File: config.mk
export PLATFORM = sky130hd
export DESIGN_NAME = sasp_uart
export DESIGN_NICKNAME = d
export VERILOG_FILES = /design/src/hw/sasp_uart.v
export VERILOG_INCLUDE_DIRS = /design/src /design/src/hw
export SDC_FILE = /design/constraint.sdc
export NUM_CORES = 1
export LEC_CHECK = 0
export ABC_AREA = 1
export BUFFER_PORTS_ARGS = -buffer_cell sky130_fd_sc_hd__buf_2
export CORE_UTILIZATION = 40
export DETAILED_ROUTE_END_ITERATION = 7
export GPL_ROUTABILITY_DRIVEN = 0
export GPL_TIMING_DRIVEN = 0
export PLACE_DENSITY_LB_ADDON = 0.15
export RECOVER_POWER = 50
export SYNTH_ARGS = -nofsm -noshare
export SYNTH_HDL_FRONTEND = slang
export SYNTH_SLANG_ARGS = --single-unit
File: constraint.sdc
create_clock -name ref_clk -period 1.87 [get_ports ref_clk]
set_clock_uncertainty 0.05 [all_clocks]
set_input_delay 0.0935 -clock ref_clk [delete_from_list [all_inputs] [get_ports ref_clk]]
set_output_delay 0.0935 -clock ref_clk [all_outputs]
set_load 0.02 [all_outputs]
File: src/hw/sasp_defs.vh
// Constants of the second asynchronous serial port
// Assumes a classic Wishbone slave with 32-bit data, 8-bit registers in the low byte
// Function
// - Nine-bit mode frame is eleven bits
// - Buffer write starts send, loads ninth bit
// - Shifting starts at next divide-by-16 rollover
// - Start, nine bits, stop; done at stop
// - Receive only when enabled, on falling edge
// - Sample at 16x, counter reset on edge
// - Majority vote of states 7, 8, 9
// - Nonzero start bit returns to idle
// - Load data and ninth bit if done clear
// - Nine-bit mode needs stop bit one
// - Check enabled needs ninth bit one
// - Eight-bit mode check needs stop one
// - Receive done set at stop, software clears
// - Transmit done set by hardware, software clears
// - Framing error flag sticky until cleared
// - Format bit selects eight or nine bits
// - Buffer write transmits, read returns received
// - Reserved bits read zero, ignore writes
// - Eight-bit frame ten bits, stop to ninth
`ifndef SASP_DEFS_VH
`define SASP_DEFS_VH
`define SASP_ADR_CTRL 4'h0
`define SASP_ADR_FMT 4'h4
`define SASP_ADR_DATA 4'h8
`define SASP_CTRL_FE 7
`define SASP_CTRL_REN 4
`define SASP_CTRL_TB8 3
`define SASP_CTRL_RB8 2
`define SASP_CTRL_TI 1
`define SASP_CTRL_RI 0
`define SASP_FMT_SEL 1
`define SASP_FMT_CHK 0
`define SASP_CTRL_MASK 8'h9f
`define SASP_FMT_MASK 8'h03
`define SASP_RESET_BYTE 8'h00
`define SASP_SAMPLE_A 4'h7
`define SASP_SAMPLE_B 4'h8
`define SASP_SAMPLE_C 4'h9
`define SASP_LAST_STATE 4'hf
`endif

File: src/hw/sasp_uart.v
// Second asynchronous serial port: registers, transmitter, receiver
// Assumes a one-clock baud tick at 16x bit rate from an external timer
`timescale 1ns/1ps
`include "sasp_defs.vh"
module sasp_uart (
	input wire ref_clk,
	input wire reset_n,
	input wire wb_cyc_i,
	input wire wb_stb_i,
	input wire wb_we_i,
	input wire [3:0] wb_adr_i,
	input wire [3:0] wb_sel_i,
	input wire [31:0] wb_dat_i,
	output reg [31:0] wb_dat_o,
	output reg wb_ack_o,
	input wire baud_tick,
	input wire rxd,
	output reg txd
);
	localparam ST_IDLE = 2'd0;
	localparam ST_WAIT = 2'd1;
	localparam ST_SHIFT = 2'd2;

	function vote3;
		input a;
		input b;
		input c;
		vote3 = (a & b) | (a & c) | (b & c);
	endfunction

	reg [7:0] ctrl_ff;
	reg [1:0] fmt_ff;
	reg [7:0] rbuf_ff;
	reg [1:0] rx_sync_ff;
	reg rx_prev_ff;
	// Transmitter
	reg [1:0] tx_st_ff;
	reg [3:0] tx_div_ff;
	reg [3:0] tx_bit_ff;
	reg [9:0] tx_sh_ff;
	// Receiver
	reg rx_busy_ff;
	reg [3:0] rx_div_ff;
	reg [3:0] rx_bit_ff;
	reg [2:0] rx_smp_ff;
	reg [8:0] rx_sh_ff;

	wire bus_req = wb_cyc_i & wb_stb_i & ~wb_ack_o;
	wire wr_lo = bus_req & wb_we_i & wb_sel_i[0];
	wire wr_ctrl = wr_lo & (wb_adr_i == `SASP_ADR_CTRL);
	wire wr_fmt = wr_lo & (wb_adr_i == `SASP_ADR_FMT);
	wire wr_data = wr_lo & (wb_adr_i == `SASP_ADR_DATA);
	wire nine = fmt_ff[`SASP_FMT_SEL];
	wire chk = fmt_ff[`SASP_FMT_CHK];
	wire rx_in = rx_sync_ff[1];

	// Frame length less one: stop bit index
	wire [3:0] tx_last = nine ? 4'ha : 4'h9;
	wire tx_at_stop = (tx_st_ff == ST_SHIFT) && baud_tick &&
		(tx_div_ff == `SASP_LAST_STATE) && (tx_bit_ff == tx_last - 4'h1);
	wire tx_done_bit = (tx_st_ff == ST_SHIFT) && baud_tick &&
		(tx_div_ff == `SASP_LAST_STATE) && (tx_bit_ff == tx_last);

	// Receive bit decision at state 9
	wire rx_decide = rx_busy_ff && baud_tick && (rx_div_ff == `SASP_SAMPLE_C);
	wire bit_val = vote3(rx_smp_ff[1], rx_smp_ff[0], rx_in);
	// Start is index 0, so the stop bit sits at the frame length less one
	wire [3:0] rx_stop_idx = nine ? 4'ha : 4'h9;
	// Eight-bit frames leave the data one place higher in the shifter
	wire [7:0] rx_byte = nine ? rx_sh_ff[7:0] : rx_sh_ff[8:1];
	wire [7:0] nxt_fmt = wb_dat_i[7:0] & `SASP_FMT_MASK;
	wire rx_is_stop = rx_decide && (rx_bit_ff == rx_stop_idx);
	wire start_bad = rx_decide && (rx_bit_ff == 4'h0) && bit_val;
	wire ninth_rx = nine ? rx_sh_ff[8] : bit_val;
	wire pass_chk = ~chk | (nine ? rx_sh_ff[8] : bit_val);
	wire load_ok = rx_is_stop && ~ctrl_ff[`SASP_CTRL_RI] && pass_chk &&
		(nine ? bit_val : 1'b1);
	wire frame_err = rx_is_stop & ~bit_val;
	wire fall = rx_prev_ff & ~rx_in & ctrl_ff[`SASP_CTRL_REN];

	reg [7:0] nxt_ctrl;
	always @* begin
		nxt_ctrl = ctrl_ff;
		if (wr_ctrl)
			nxt_ctrl = wb_dat_i[7:0] & `SASP_CTRL_MASK;
		// Set wins over a same-cycle software clear
		if (tx_at_stop)
			nxt_ctrl[`SASP_CTRL_TI] = 1'b1;
		if (load_ok) begin
			nxt_ctrl[`SASP_CTRL_RI] = 1'b1;
			nxt_ctrl[`SASP_CTRL_RB8] = ninth_rx;
		end
		if (frame_err)
			nxt_ctrl[`SASP_CTRL_FE] = 1'b1;
	end

	always @(posedge ref_clk) begin
		if (!reset_n) begin
			ctrl_ff <= `SASP_RESET_BYTE;
			fmt_ff <= 2'b00;
			rbuf_ff <= `SASP_RESET_BYTE;
			wb_ack_o <= 1'b0;
			wb_dat_o <= 32'h0000_0000;
			rx_sync_ff <= 2'b11;
			rx_prev_ff <= 1'b1;
		end else begin
			ctrl_ff <= nxt_ctrl;
			if (wr_fmt)
				fmt_ff <= nxt_fmt[1:0];
			if (load_ok)
				rbuf_ff <= rx_byte;
			wb_ack_o <= bus_req;
			wb_dat_o <= 32'h0000_0000;
			if (bus_req && !wb_we_i) begin
				case (wb_adr_i)
				`SASP_ADR_CTRL: wb_dat_o <= {24'h00_0000, ctrl_ff};
				`SASP_ADR_FMT: wb_dat_o <= {30'h0000_0000, fmt_ff};
				`SASP_ADR_DATA: wb_dat_o <= {24'h00_0000, rbuf_ff};
				default: wb_dat_o <= 32'h0000_0000;
				endcase
			end
			rx_sync_ff <= {rx_sync_ff[0], rxd};
			rx_prev_ff <= rx_in;
		end
	end

	// Transmitter: free-running divider, shifting aligned to its rollover
	always @(posedge ref_clk) begin
		if (!reset_n) begin
			tx_st_ff <= ST_IDLE;
			tx_div_ff <= 4'h0;
			tx_bit_ff <= 4'h0;
			tx_sh_ff <= 10'h3ff;
			txd <= 1'b1;
		end else begin
			if (baud_tick)
				tx_div_ff <= tx_div_ff + 4'h1;
			case (tx_st_ff)
			ST_IDLE: begin
				txd <= 1'b1;
				if (wr_data) begin
					// Ninth bit is the transmit ninth-bit control, stop follows
					tx_sh_ff <= nine ? {1'b1, ctrl_ff[`SASP_CTRL_TB8], wb_dat_i[7:0]}
						: {2'b11, wb_dat_i[7:0]};
					tx_st_ff <= ST_WAIT;
				end
			end
			ST_WAIT: begin
				if (baud_tick && tx_div_ff == `SASP_LAST_STATE) begin
					txd <= 1'b0;
					tx_bit_ff <= 4'h0;
					tx_st_ff <= ST_SHIFT;
				end
			end
			ST_SHIFT: begin
				if (baud_tick && tx_div_ff == `SASP_LAST_STATE) begin
					if (tx_done_bit) begin
						txd <= 1'b1;
						tx_st_ff <= ST_IDLE;
					end else begin
						txd <= tx_sh_ff[0];
						tx_sh_ff <= {1'b1, tx_sh_ff[9:1]};
						tx_bit_ff <= tx_bit_ff + 4'h1;
					end
				end
			end
			default: tx_st_ff <= ST_IDLE;
			endcase
		end
	end

	// Receiver: 16 states per bit, divider restarts on the falling edge
	always @(posedge ref_clk) begin
		if (!reset_n) begin
			rx_busy_ff <= 1'b0;
			rx_div_ff <= 4'h0;
			rx_bit_ff <= 4'h0;
			rx_smp_ff <= 3'b111;
			rx_sh_ff <= 9'h000;
		end else if (!rx_busy_ff) begin
			if (fall) begin
				rx_busy_ff <= 1'b1;
				rx_div_ff <= 4'h0;
				rx_bit_ff <= 4'h0;
			end
		end else if (!ctrl_ff[`SASP_CTRL_REN]) begin
			rx_busy_ff <= 1'b0;
		end else if (baud_tick) begin
			rx_div_ff <= rx_div_ff + 4'h1;
			if (rx_div_ff == `SASP_SAMPLE_A || rx_div_ff == `SASP_SAMPLE_B)
				rx_smp_ff <= {rx_smp_ff[1:0], rx_in};
			if (rx_decide) begin
				if (start_bad || rx_is_stop) begin
					rx_busy_ff <= 1'b0;
				end else begin
					if (rx_bit_ff != 4'h0)
						rx_sh_ff <= {bit_val, rx_sh_ff[8:1]};
					rx_bit_ff <= rx_bit_ff + 4'h1;
				end
			end
		end
	end
endmodule // sasp_uart

Yosys cells after proc, flatten, opt, wreduce, memory -nomap -nowiden. Index checks and enable logic that the tools add are counted.

Bits of input ports: 47. Flip-flop bits (word level): 93.

Reduce and logical (&&, ||, !) cells: 37. Multiplexer cells: 43. Bitwise operators: 22. $add $sub $neg: 5. Equality and inequality tests: 20.

Operators with widths (number): $mux 4 (12); $mux 10 (3); $pmux 8 s3 (1); $pmux 10 s2 (1); $add 4x1->4 const B (4); $eq 4x4->1 const B (4); $mux 8 (2); $reduce_and 4->1 (4); $mux 1 (15); $logic_and 1x1->1 (14); $ne 2x2->1 const B (7); $and 1x1->1 (13); $eq 4x4->1 (3); $reduce_bool 2->1 (6); $mux 2 (5); $mux 9 (1); $eq 4x3->1 const B (2); $logic_not 4->1 (2); $pmux 4 s2 (1); $not 1->1 (6); $pmux 2 s3 (1); $reduce_and 3->1 (2); $reduce_and 6->1 (1); $reduce_and 5->1 (1); other kinds (12) (16).

Depth between registers and ports, before layout. Gate-level depths: netlist of the first run.

Depth after elaboration: 10. Gate-level depth with buffers: 10. Depth with buffers taken out: 10.

Worst setup path after synthesis of the first run. Ideal clock, no wire load.

Path type: reg-to-reg. Start: register rx_bit_ff[0]. End: register rx_sh_ff[7]. Stages on the path, launching flop included: 11. Setup time: 113 ps. Buffers on the path: 1. Path slack: 337 ps. Arrival time: 1370 ps. Data required time: 1707 ps. Period minus slack after synthesis: 1533 ps. Cells stage by stage: dfxtp_1 > inv_1 > ha_1 > nand2_1 > nor2_1 > nand2_1 > nand4_4 > buf_6 > nand2_1 > nand2_1 > nor2_1.

Cells in the longest elaborated chain, start to end: 6.

Ends and longest elaborated chain: from (decl) (RTL line sasp_uart.v:44) `reg [3:0] rx_bit_ff;`; from (signal assigned) (RTL line sasp_uart.v:198) `rx_bit_ff <= rx_bit_ff + 4'h1;`; $logic_not 4->1 (RTL line sasp_uart.v:73) `wire start_bad = rx_decide && (rx_bit_ff == 4'h0) && bit_val;`; $logic_and 1x1->1 (2 in a row) (RTL line sasp_uart.v:73); $logic_or 1x1->1 (RTL line sasp_uart.v:193) `if (start_bad || rx_is_stop) begin`; $not 1->1 (no source line); $reduce_and 6->1 (no source line) (*); to (signal assigned) (RTL line sasp_uart.v:197) `rx_sh_ff <= {bit_val, rx_sh_ff[8:1]};`; to (decl) (RTL line sasp_uart.v:46) `reg [8:0] rx_sh_ff;`.

Every way passes the cells marked *; elsewhere a longest branch is shown, timed or not. A chain may end at the register's enable or synchronous reset.

Final worst setup path of the first run.
Start: register tx_div_ff[0]. End: register tx_bit_ff[2].

Cells in the longest elaborated chain, start to end: 5.

Ends and longest elaborated chain: from (decl) (RTL line sasp_uart.v:38) `reg [3:0] tx_div_ff;`; from (signal assigned) (RTL line sasp_uart.v:137) `tx_div_ff <= tx_div_ff + 4'h1;`; $eq 4x4->1 (no source line) (*); $logic_and 1x1->1 (2 in a row) (RTL line sasp_uart.v:61) `wire tx_done_bit = (tx_st_ff == ST_SHIFT) && baud_tick &&`; $ne 2x2->1 (no source line); $reduce_and 4->1 (no source line) (*); to (signal assigned) (RTL line sasp_uart.v:163) `tx_bit_ff <= tx_bit_ff + 4'h1;`; to (decl) (RTL line sasp_uart.v:39) `reg [3:0] tx_bit_ff;`.

Marked as above.

==> flow_summary_export.csv, run 1 <==
group,metric,value,unit
sta,finalHoldViolations,0,
routing,avgViaCountPerCell,4.59,
synthesis,yosysMostFrequentCell,"nand2_1",
sta,post-route-period-util,0.917,
critical_path,r2r_setup_slack,160,ps
critical_path,reg2reg_to,"tx_bit_ff[2]",
routing,drt_pass1_iterations,4,
cells_and_area,nNetsFinal,627,
synthesis,yosys_warnings,0,
synthesis,ys_top_cells_by_count,"nand2_1, dfxtp_1, nor2_1",
placement,dp_slack,95.2,ps
power,p_leak,1.91,nW
sta,worst_slack,155,ps
sta,final-setup-viol-count,0,
synthesis,netlist_instances,506,
hold_path,hold_path_end,"fmt_ff[1]",
cells_and_area,stdcell_count,683,
routing,first_iter_violations,132,
critical_path,cp_max_fo,4,
floorplan,start_util,0.419,
cells_and_area,diodes,0,
cells_and_area,area_delta_synth_final,16.3,%
grt,antenna_found_initial,0,
synthesis,synth_edf_count,0,
hold_path,hold_path.class,"in -> reg",
cells_and_area,seq_area,0.00136,mm2
floorplan,pin_count,81,
clock_network,clkTransAtPathRegs,80,ps
clock_network,ctsRootBufferMaster,"clkbuf_8",
floorplan,core_area,0.00830,mm2
hold_path,hold_path.startpoint,"wb_dat_i[1]",
synthesis,synth-async-reset-ratio,0,
critical_path,cp_slowest_cell,"dfxtp_1",
synthesis,yosysSeqAreaShare,0.391,
synthesis,synth_flop_cell,"dfxtp_1",
routing,finalWirelength,7.53,mm
critical_path,arrival,1940,ps
floorplan,rows,33,
power,p_seq_frac,0.542,
synthesis,netlist_top_cells_area,"dfxtp_1, nand2_1, nor2_1",
placement,dp_hpwl,5.73,mm
power,p_per_area,667,mW/mm2
cells_and_area,nFillCells,881,
grt,grt_pass1_vias,2701,
sta,maxSlewHeadroom,0.604,
grt,overflow,0,
critical_path,worst_setup_path_end_kind,"flip-flop",
sta,clock.fmax,583,MHz
critical_path,path_cells,"ha_1, nand4_1, buf_4, nor2_2, nand3_1, nand2_2, nand2_1, a21oi_1",
synthesis,synth_area,0.00348,mm2
sta,tightest_slew,595,ps
floorplan,die_y,95.3,um
clock_network,cts.sinks,68,
grt,grt_max_degree,12,
power,p_int,0.00201,W
critical_path,rr_startpoint,"tx_div_ff[0]",
synthesis,synth_largest_area_cell,"dfxtp_1",
clock_network,cts_tree,"done",
cells_and_area,drive_above_1_share,0.142,
placement,place_inst,662,
critical_path,cp-start-kind,"flip-flop",
power,p_switching,0.000691,W
synthesis,synthDistinctLibCells,31,
hold_path,holdPathStages,3,
synthesis,synth.ff_latch_count,68,
synthesis,avgSynthCellArea,6.88,um2
critical_path,crit_type,"reg -> reg",
grt,grt_pass1_wl,12.6,mm
critical_path,critPathMaxStageDelay,350,ps
sta,hold_slack,20.7,ps
power,p_sw_frac,0.256,
power,p_comb_frac,0.073,
grt,grt_usage,0.181,
floorplan,die-area,0.00908,mm2
synthesis,yosysTopAreaCellShare,0.391,
clock_network,cts_buffer_depth,2,
routing,wire_per_inst,11.0,um
sta,min_period,1710,ps
power,p_clk_frac,0.385,
clock_network,cts_made_buffers,9,
routing,postRouteAntennaNets,0,
run,cap_violations,0,
clock_network,cts_htree_levels,3,
sta,drv_slew,0,
critical_path,worstPathRequired,2100,ps
floorplan,dieWidth,95.3,um
power,ir_drop,262,uV
routing,drc,0,
clock_network,clk_latency,340,ps
run_status,status,"complete, no violations",
critical_path,ff2ff_path_depth,8,
cells_and_area,multi_input_area,0.00176,mm2
placement,io_buffers,28,
routing,vias,3132,
[metal layers]
metal	vias to the layer above	wire length, um	GRT usage
met5	-	0	0
met4	0	119	0.0758
met3	10	312	0.0319
met2	55	3390	0.291
met1	1376	3710	0.238
li1	1691	-	-
[through the flow]
stage	instance area (um2)	total power, W	setup TNS [ps]	utilization
global route	4050	0.00281	-1.84	0.487
floorplan	3570	0.00164	0	-
CTS	4050	0.00273	0	0.488
global placement	3840	0.00168	0	0.462
detailed placement	3840	0.00169	0	0.462
finish	4050	0.00270	0	0.487
[cells in the final DEF (no fill, tap or decap), types with 20 or more instances in the layout]
cell,netlist,final
inv_1,53,53
nor2_1,68,68
nand2_1,122,121
buf_2,3,20
dfxtp_1,68,68
a21oi_1,35,35
clkbuf_1,9,21
nand3_1,48,48
buf_4,24,25
conb_1,1,24
[sequential cells by signal, indices dropped and copies added, names as in the netlist]
name,cells
ctrl_ff,6
fmt_ff,2
rbuf_ff,8
rx_bit_ff,4
rx_busy_ff,1
rx_div_ff,4
rx_prev_ff,1
rx_sh_ff,9
rx_smp_ff,2
rx_sync_ff,2
tx_bit_ff,4
tx_div_ff,4
tx_sh_ff,9
tx_st_ff,2
txd,1
wb_ack_o,1
wb_dat_o,8
[worst max path at each step]
stage,startpoint,to,slack [ps],cells after the start
after floorplan,rx_bit_ff[0],rx_sh_ff[7],340,10
after global placement,tx_div_ff[0],tx_sh_ff[6],130,9
after detailed placement,wb_adr_i[1],tx_sh_ff[6],100,9
final,tx_div_ff[0],tx_bit_ff[2],160,8
after global routing,tx_div_ff[0],tx_sh_ff[6],-2,9
after CTS,tx_div_ff[0],tx_sh_ff[3],100,9
[power groups by stage]
stage | logic [W] | clock network (W) | registers, W
2_1_floorplan | 0.000142 | 0 | 0.00150
3_3_place_gp | 0.000188 | 0 | 0.00150
3_5_place_dp | 0.000189 | 0 | 0.00150
4_1_cts | 0.000198 | 0.00107 | 0.00146
5_1_grt | 0.000221 | 0.00113 | 0.00146
6_report | 0.000198 | 0.00104 | 0.00146
[layout make-up]
| type | instances | area share |
|---|---|---|
| multi-input combinational | 368 | 0.435 |
| inverter | 56 | 0.0523 |
| clock buffer | 11 | 0.0325 |
| clock inverter | 5 | 0.00711 |
| tap | 105 | 0.0325 |
| sequential | 68 | 0.337 |
| timing repair buffer | 34 | 0.0458 |
| buffer | 36 | 0.0582 |
[logic make-up after synthesis]
kind of cell,after synthesis,share of synthesized area
and+or+nand+nor,268,0.342
AOI/OAI and AO/OA,63,0.0956
adders and majority gates,7,0.0252
buffers and inverters,93,0.130
other,1,0.00108
DFF,68,0.391
xor gates and xnor gates,6,0.0151
[critical path, delay by kind of cell, from the launching register on]
family | cells | cell delay (ps)
buf+inv | 1 | 230
flops | 1 | 350
compound gates | 1 | 130
fa+ha+maj | 1 | 180
simple gates | 5 | 710
[timing repair]
item | CTS | global route
setup buffers | 0 | 1
resized for setup | 0 | 3
hold endpoints to repair | 5 | 0
hold buffers | 5 | 0
endpoints found under the setup margin | 0 | 15
Note: power is estimated with default switching activity, not from simulation.
==> run 2, diff against run 1 <==
--- a/constraint.sdc
+++ b/constraint.sdc
@@ -4,2 +4,2 @@
 set_output_delay 0.0935 -clock ref_clk [all_outputs]
-set_load 0.02 [all_outputs]
+set_load 0.005 [all_outputs]
==> flow_summary_export.csv, run 2 (synthesis results as in run 1) <==
group,metric,value,unit
run_status,status,"complete, no violations",
clock_network,cts_made_buffers,9,
critical_path,worst_setup_path_end_kind,"flip-flop",
power,p_seq_frac,0.549,
critical_path,startpoint,"tx_div_ff[0]",
run,cap_violations,0,
routing,drc,0,
critical_path,critPathTopFamily,"simple AND/OR/NAND/NOR gates",
sta,tightest_slew,595,ps
floorplan,die-area,0.00908,mm2
cells_and_area,multi_input_area,0.00176,mm2
sta,worst_slack,155,ps
clock_network,cts.sinks,68,
cells_and_area,seq_area,0.00136,mm2
critical_path,cp_max_fo,4,
placement,dp_slack,95.2,ps
clock_network,cts_tree,"done",
critical_path,path_cells,"ha_1, nand4_1, buf_4, nor2_2, nand3_1, nand2_2, nand2_1, a21oi_1",
routing,first_iter_violations,132,
sta,maxSlewHeadroom,0.604,
critical_path,cp.depth,8,
critical_path,cp-start-kind,"flip-flop",
floorplan,start_util,0.419,
floorplan,core_area,0.00830,mm2
power,p_per_area,659,mW/mm2
critical_path,cp_slowest_cell,"dfxtp_1",
cells_and_area,nFillCells,883,
routing,avgViaCountPerCell,4.59,
critical_path,worst-path-buf-inv,1,
clock_network,cts_htree_levels,3,
placement,dp_hpwl,5.73,mm
grt,antenna_found_initial,0,
critical_path,arrival,1940,ps
routing,wire_per_inst,11.0,um
routing,finalWirelength,7.53,mm
power,p_switching,0.000658,W
sta,hold_slack,20.7,ps
critical_path,reg2reg_to,"tx_bit_ff[2]",
power,p_sw_frac,0.247,
cells_and_area,reg_top3,"rx_sh_ff: 9 flops, tx_sh_ff: 9 flops",
floorplan,pin_count,81,
clock_network,clkTransAtPathRegs,80,ps
cells_and_area,nNetsFinal,627,
critical_path,crit_type,"reg -> reg",
power,p_leak,1.91,nW
cells_and_area,final_common_cell,"nand2_1",
power,p_int,0.00201,W
power,p_clk_frac,0.390,
floorplan,rows,33,
power,p_comb_frac,0.061,
grt,grt_pass1_wl,12.6,mm
floorplan,die_y,95.3,um
sta,final-setup-viol-count,0,
sta,min_period,1710,ps
cells_and_area,drive_above_1_share,0.144,
cells_and_area,diodes,0,
critical_path,r2r_setup_slack,160,ps
grt,overflow,0,
clock_network,clk_latency,340,ps
grt,grt_max_degree,12,
critical_path,rr_startpoint,"tx_div_ff[0]",
grt,grt_usage,0.181,
cells_and_area,area_delta_synth_final,16.3,%
clock_network,cts_buffer_depth,2,
floorplan,dieWidth,95.3,um
sta,post-route-period-util,0.917,
clock_network,ctsRootBufferMaster,"clkbuf_8",
critical_path,ff2ff_path_depth,8,
grt,grt_pass1_vias,2701,
routing,vias,3132,
sta,finalHoldViolations,0,
routing,drt_pass1_iterations,4,
sta,clock.fmax,583,MHz
cells_and_area,final_cell_mix,"nand2_1, nor2_1, dfxtp_1",
critical_path,endpoint,"tx_bit_ff[2]",
hold_path,hold_path.class,"in -> reg",
placement,io_buffers,28,
sta,drv_slew,0,
power,ir_drop,262,uV
routing,postRouteAntennaNets,0,
sta,finalSetupTns,0,ps
power,p_total,0.00267,W
critical_path,critPathMaxStageDelay,350,ps
critical_path,worstPathRequired,2100,ps
==> run 2: cell types whose count changed in the layout (fill, tap and decap cells not counted) <==
cell	previous run	this run
buf_2	20	21
clkbuf_1	21	20
==> run 2: power by group through the flow <==
stage | Clock (W) | Sequential (W) | Combinational [W]
after floorplan | 0 | 0.00150 | 0.000108
after global placement | 0 | 0.00150 | 0.000154
after detailed placement | 0 | 0.00150 | 0.000155
after CTS | 0.00107 | 0.00146 | 0.000163
after global routing | 0.00113 | 0.00146 | 0.000187
final | 0.00104 | 0.00146 | 0.000163
==> run 2: through the flow <==
step	instances	area, um2	utilization
2_1_floorplan	529	3570	-
3_3_place_gp	662	3840	0.462
3_5_place_dp	662	3840	0.462
4_1_cts	683	4050	0.488
5_1_grt	683	4050	0.488
6_report	683	4050	0.488
==> run 2: final cells by class <==
class,count,area share
flip-flops and latches,68,0.336
repair buffers,34,0.0461
clock inverters,5,0.00711
clock buffers,11,0.0325
multi-input cells,368,0.435
plain buffers,36,0.0581
inverters,56,0.0523
well taps,105,0.0325
==> run 2: what timing repair did <==
item                                    CTS  global route
buffers inserted                          0             1
hold buffers                              5             0
endpoints found under the setup margin    0            15
endpoints found under the hold margin     5             0
gates resized for setup                   0             3
==> run 2: how the worst min path moves through the flow <==
| stage | startpoint | endpoint | cells after the start |
|---|---|---|---|
| after floorplan | rxd | rx_sync_ff[0] | 1 |
| after global placement | rxd | rx_sync_ff[0] | 2 |
| after detailed placement | rxd | rx_sync_ff[0] | 2 |
| after CTS | wb_dat_i[1] | fmt_ff[1] | 3 |
| after global routing | wb_dat_i[1] | fmt_ff[1] | 3 |
| final | wb_dat_i[1] | fmt_ff[1] | 3 |
==> run 2: per-layer routing <==
metal / track usage / share of wire / vias up
met4: 0.0758 / 0.016 / 0
met5: 0 / 0 / -
met1: 0.238 / 0.49 / 1376
met3: 0.0319 / 0.041 / 10
met2: 0.291 / 0.45 / 55
li1: - / - / 1691
==> run 2: worst reg2reg max path, cell delays in order (launching register included) <==
cell and delay [ps]:
dfxtp_1 350, ha_1 180, nand4_1 220, buf_4 230, nor2_2 110, nand3_1 170, nand2_2 150, nand2_1 60
a21oi_1 130
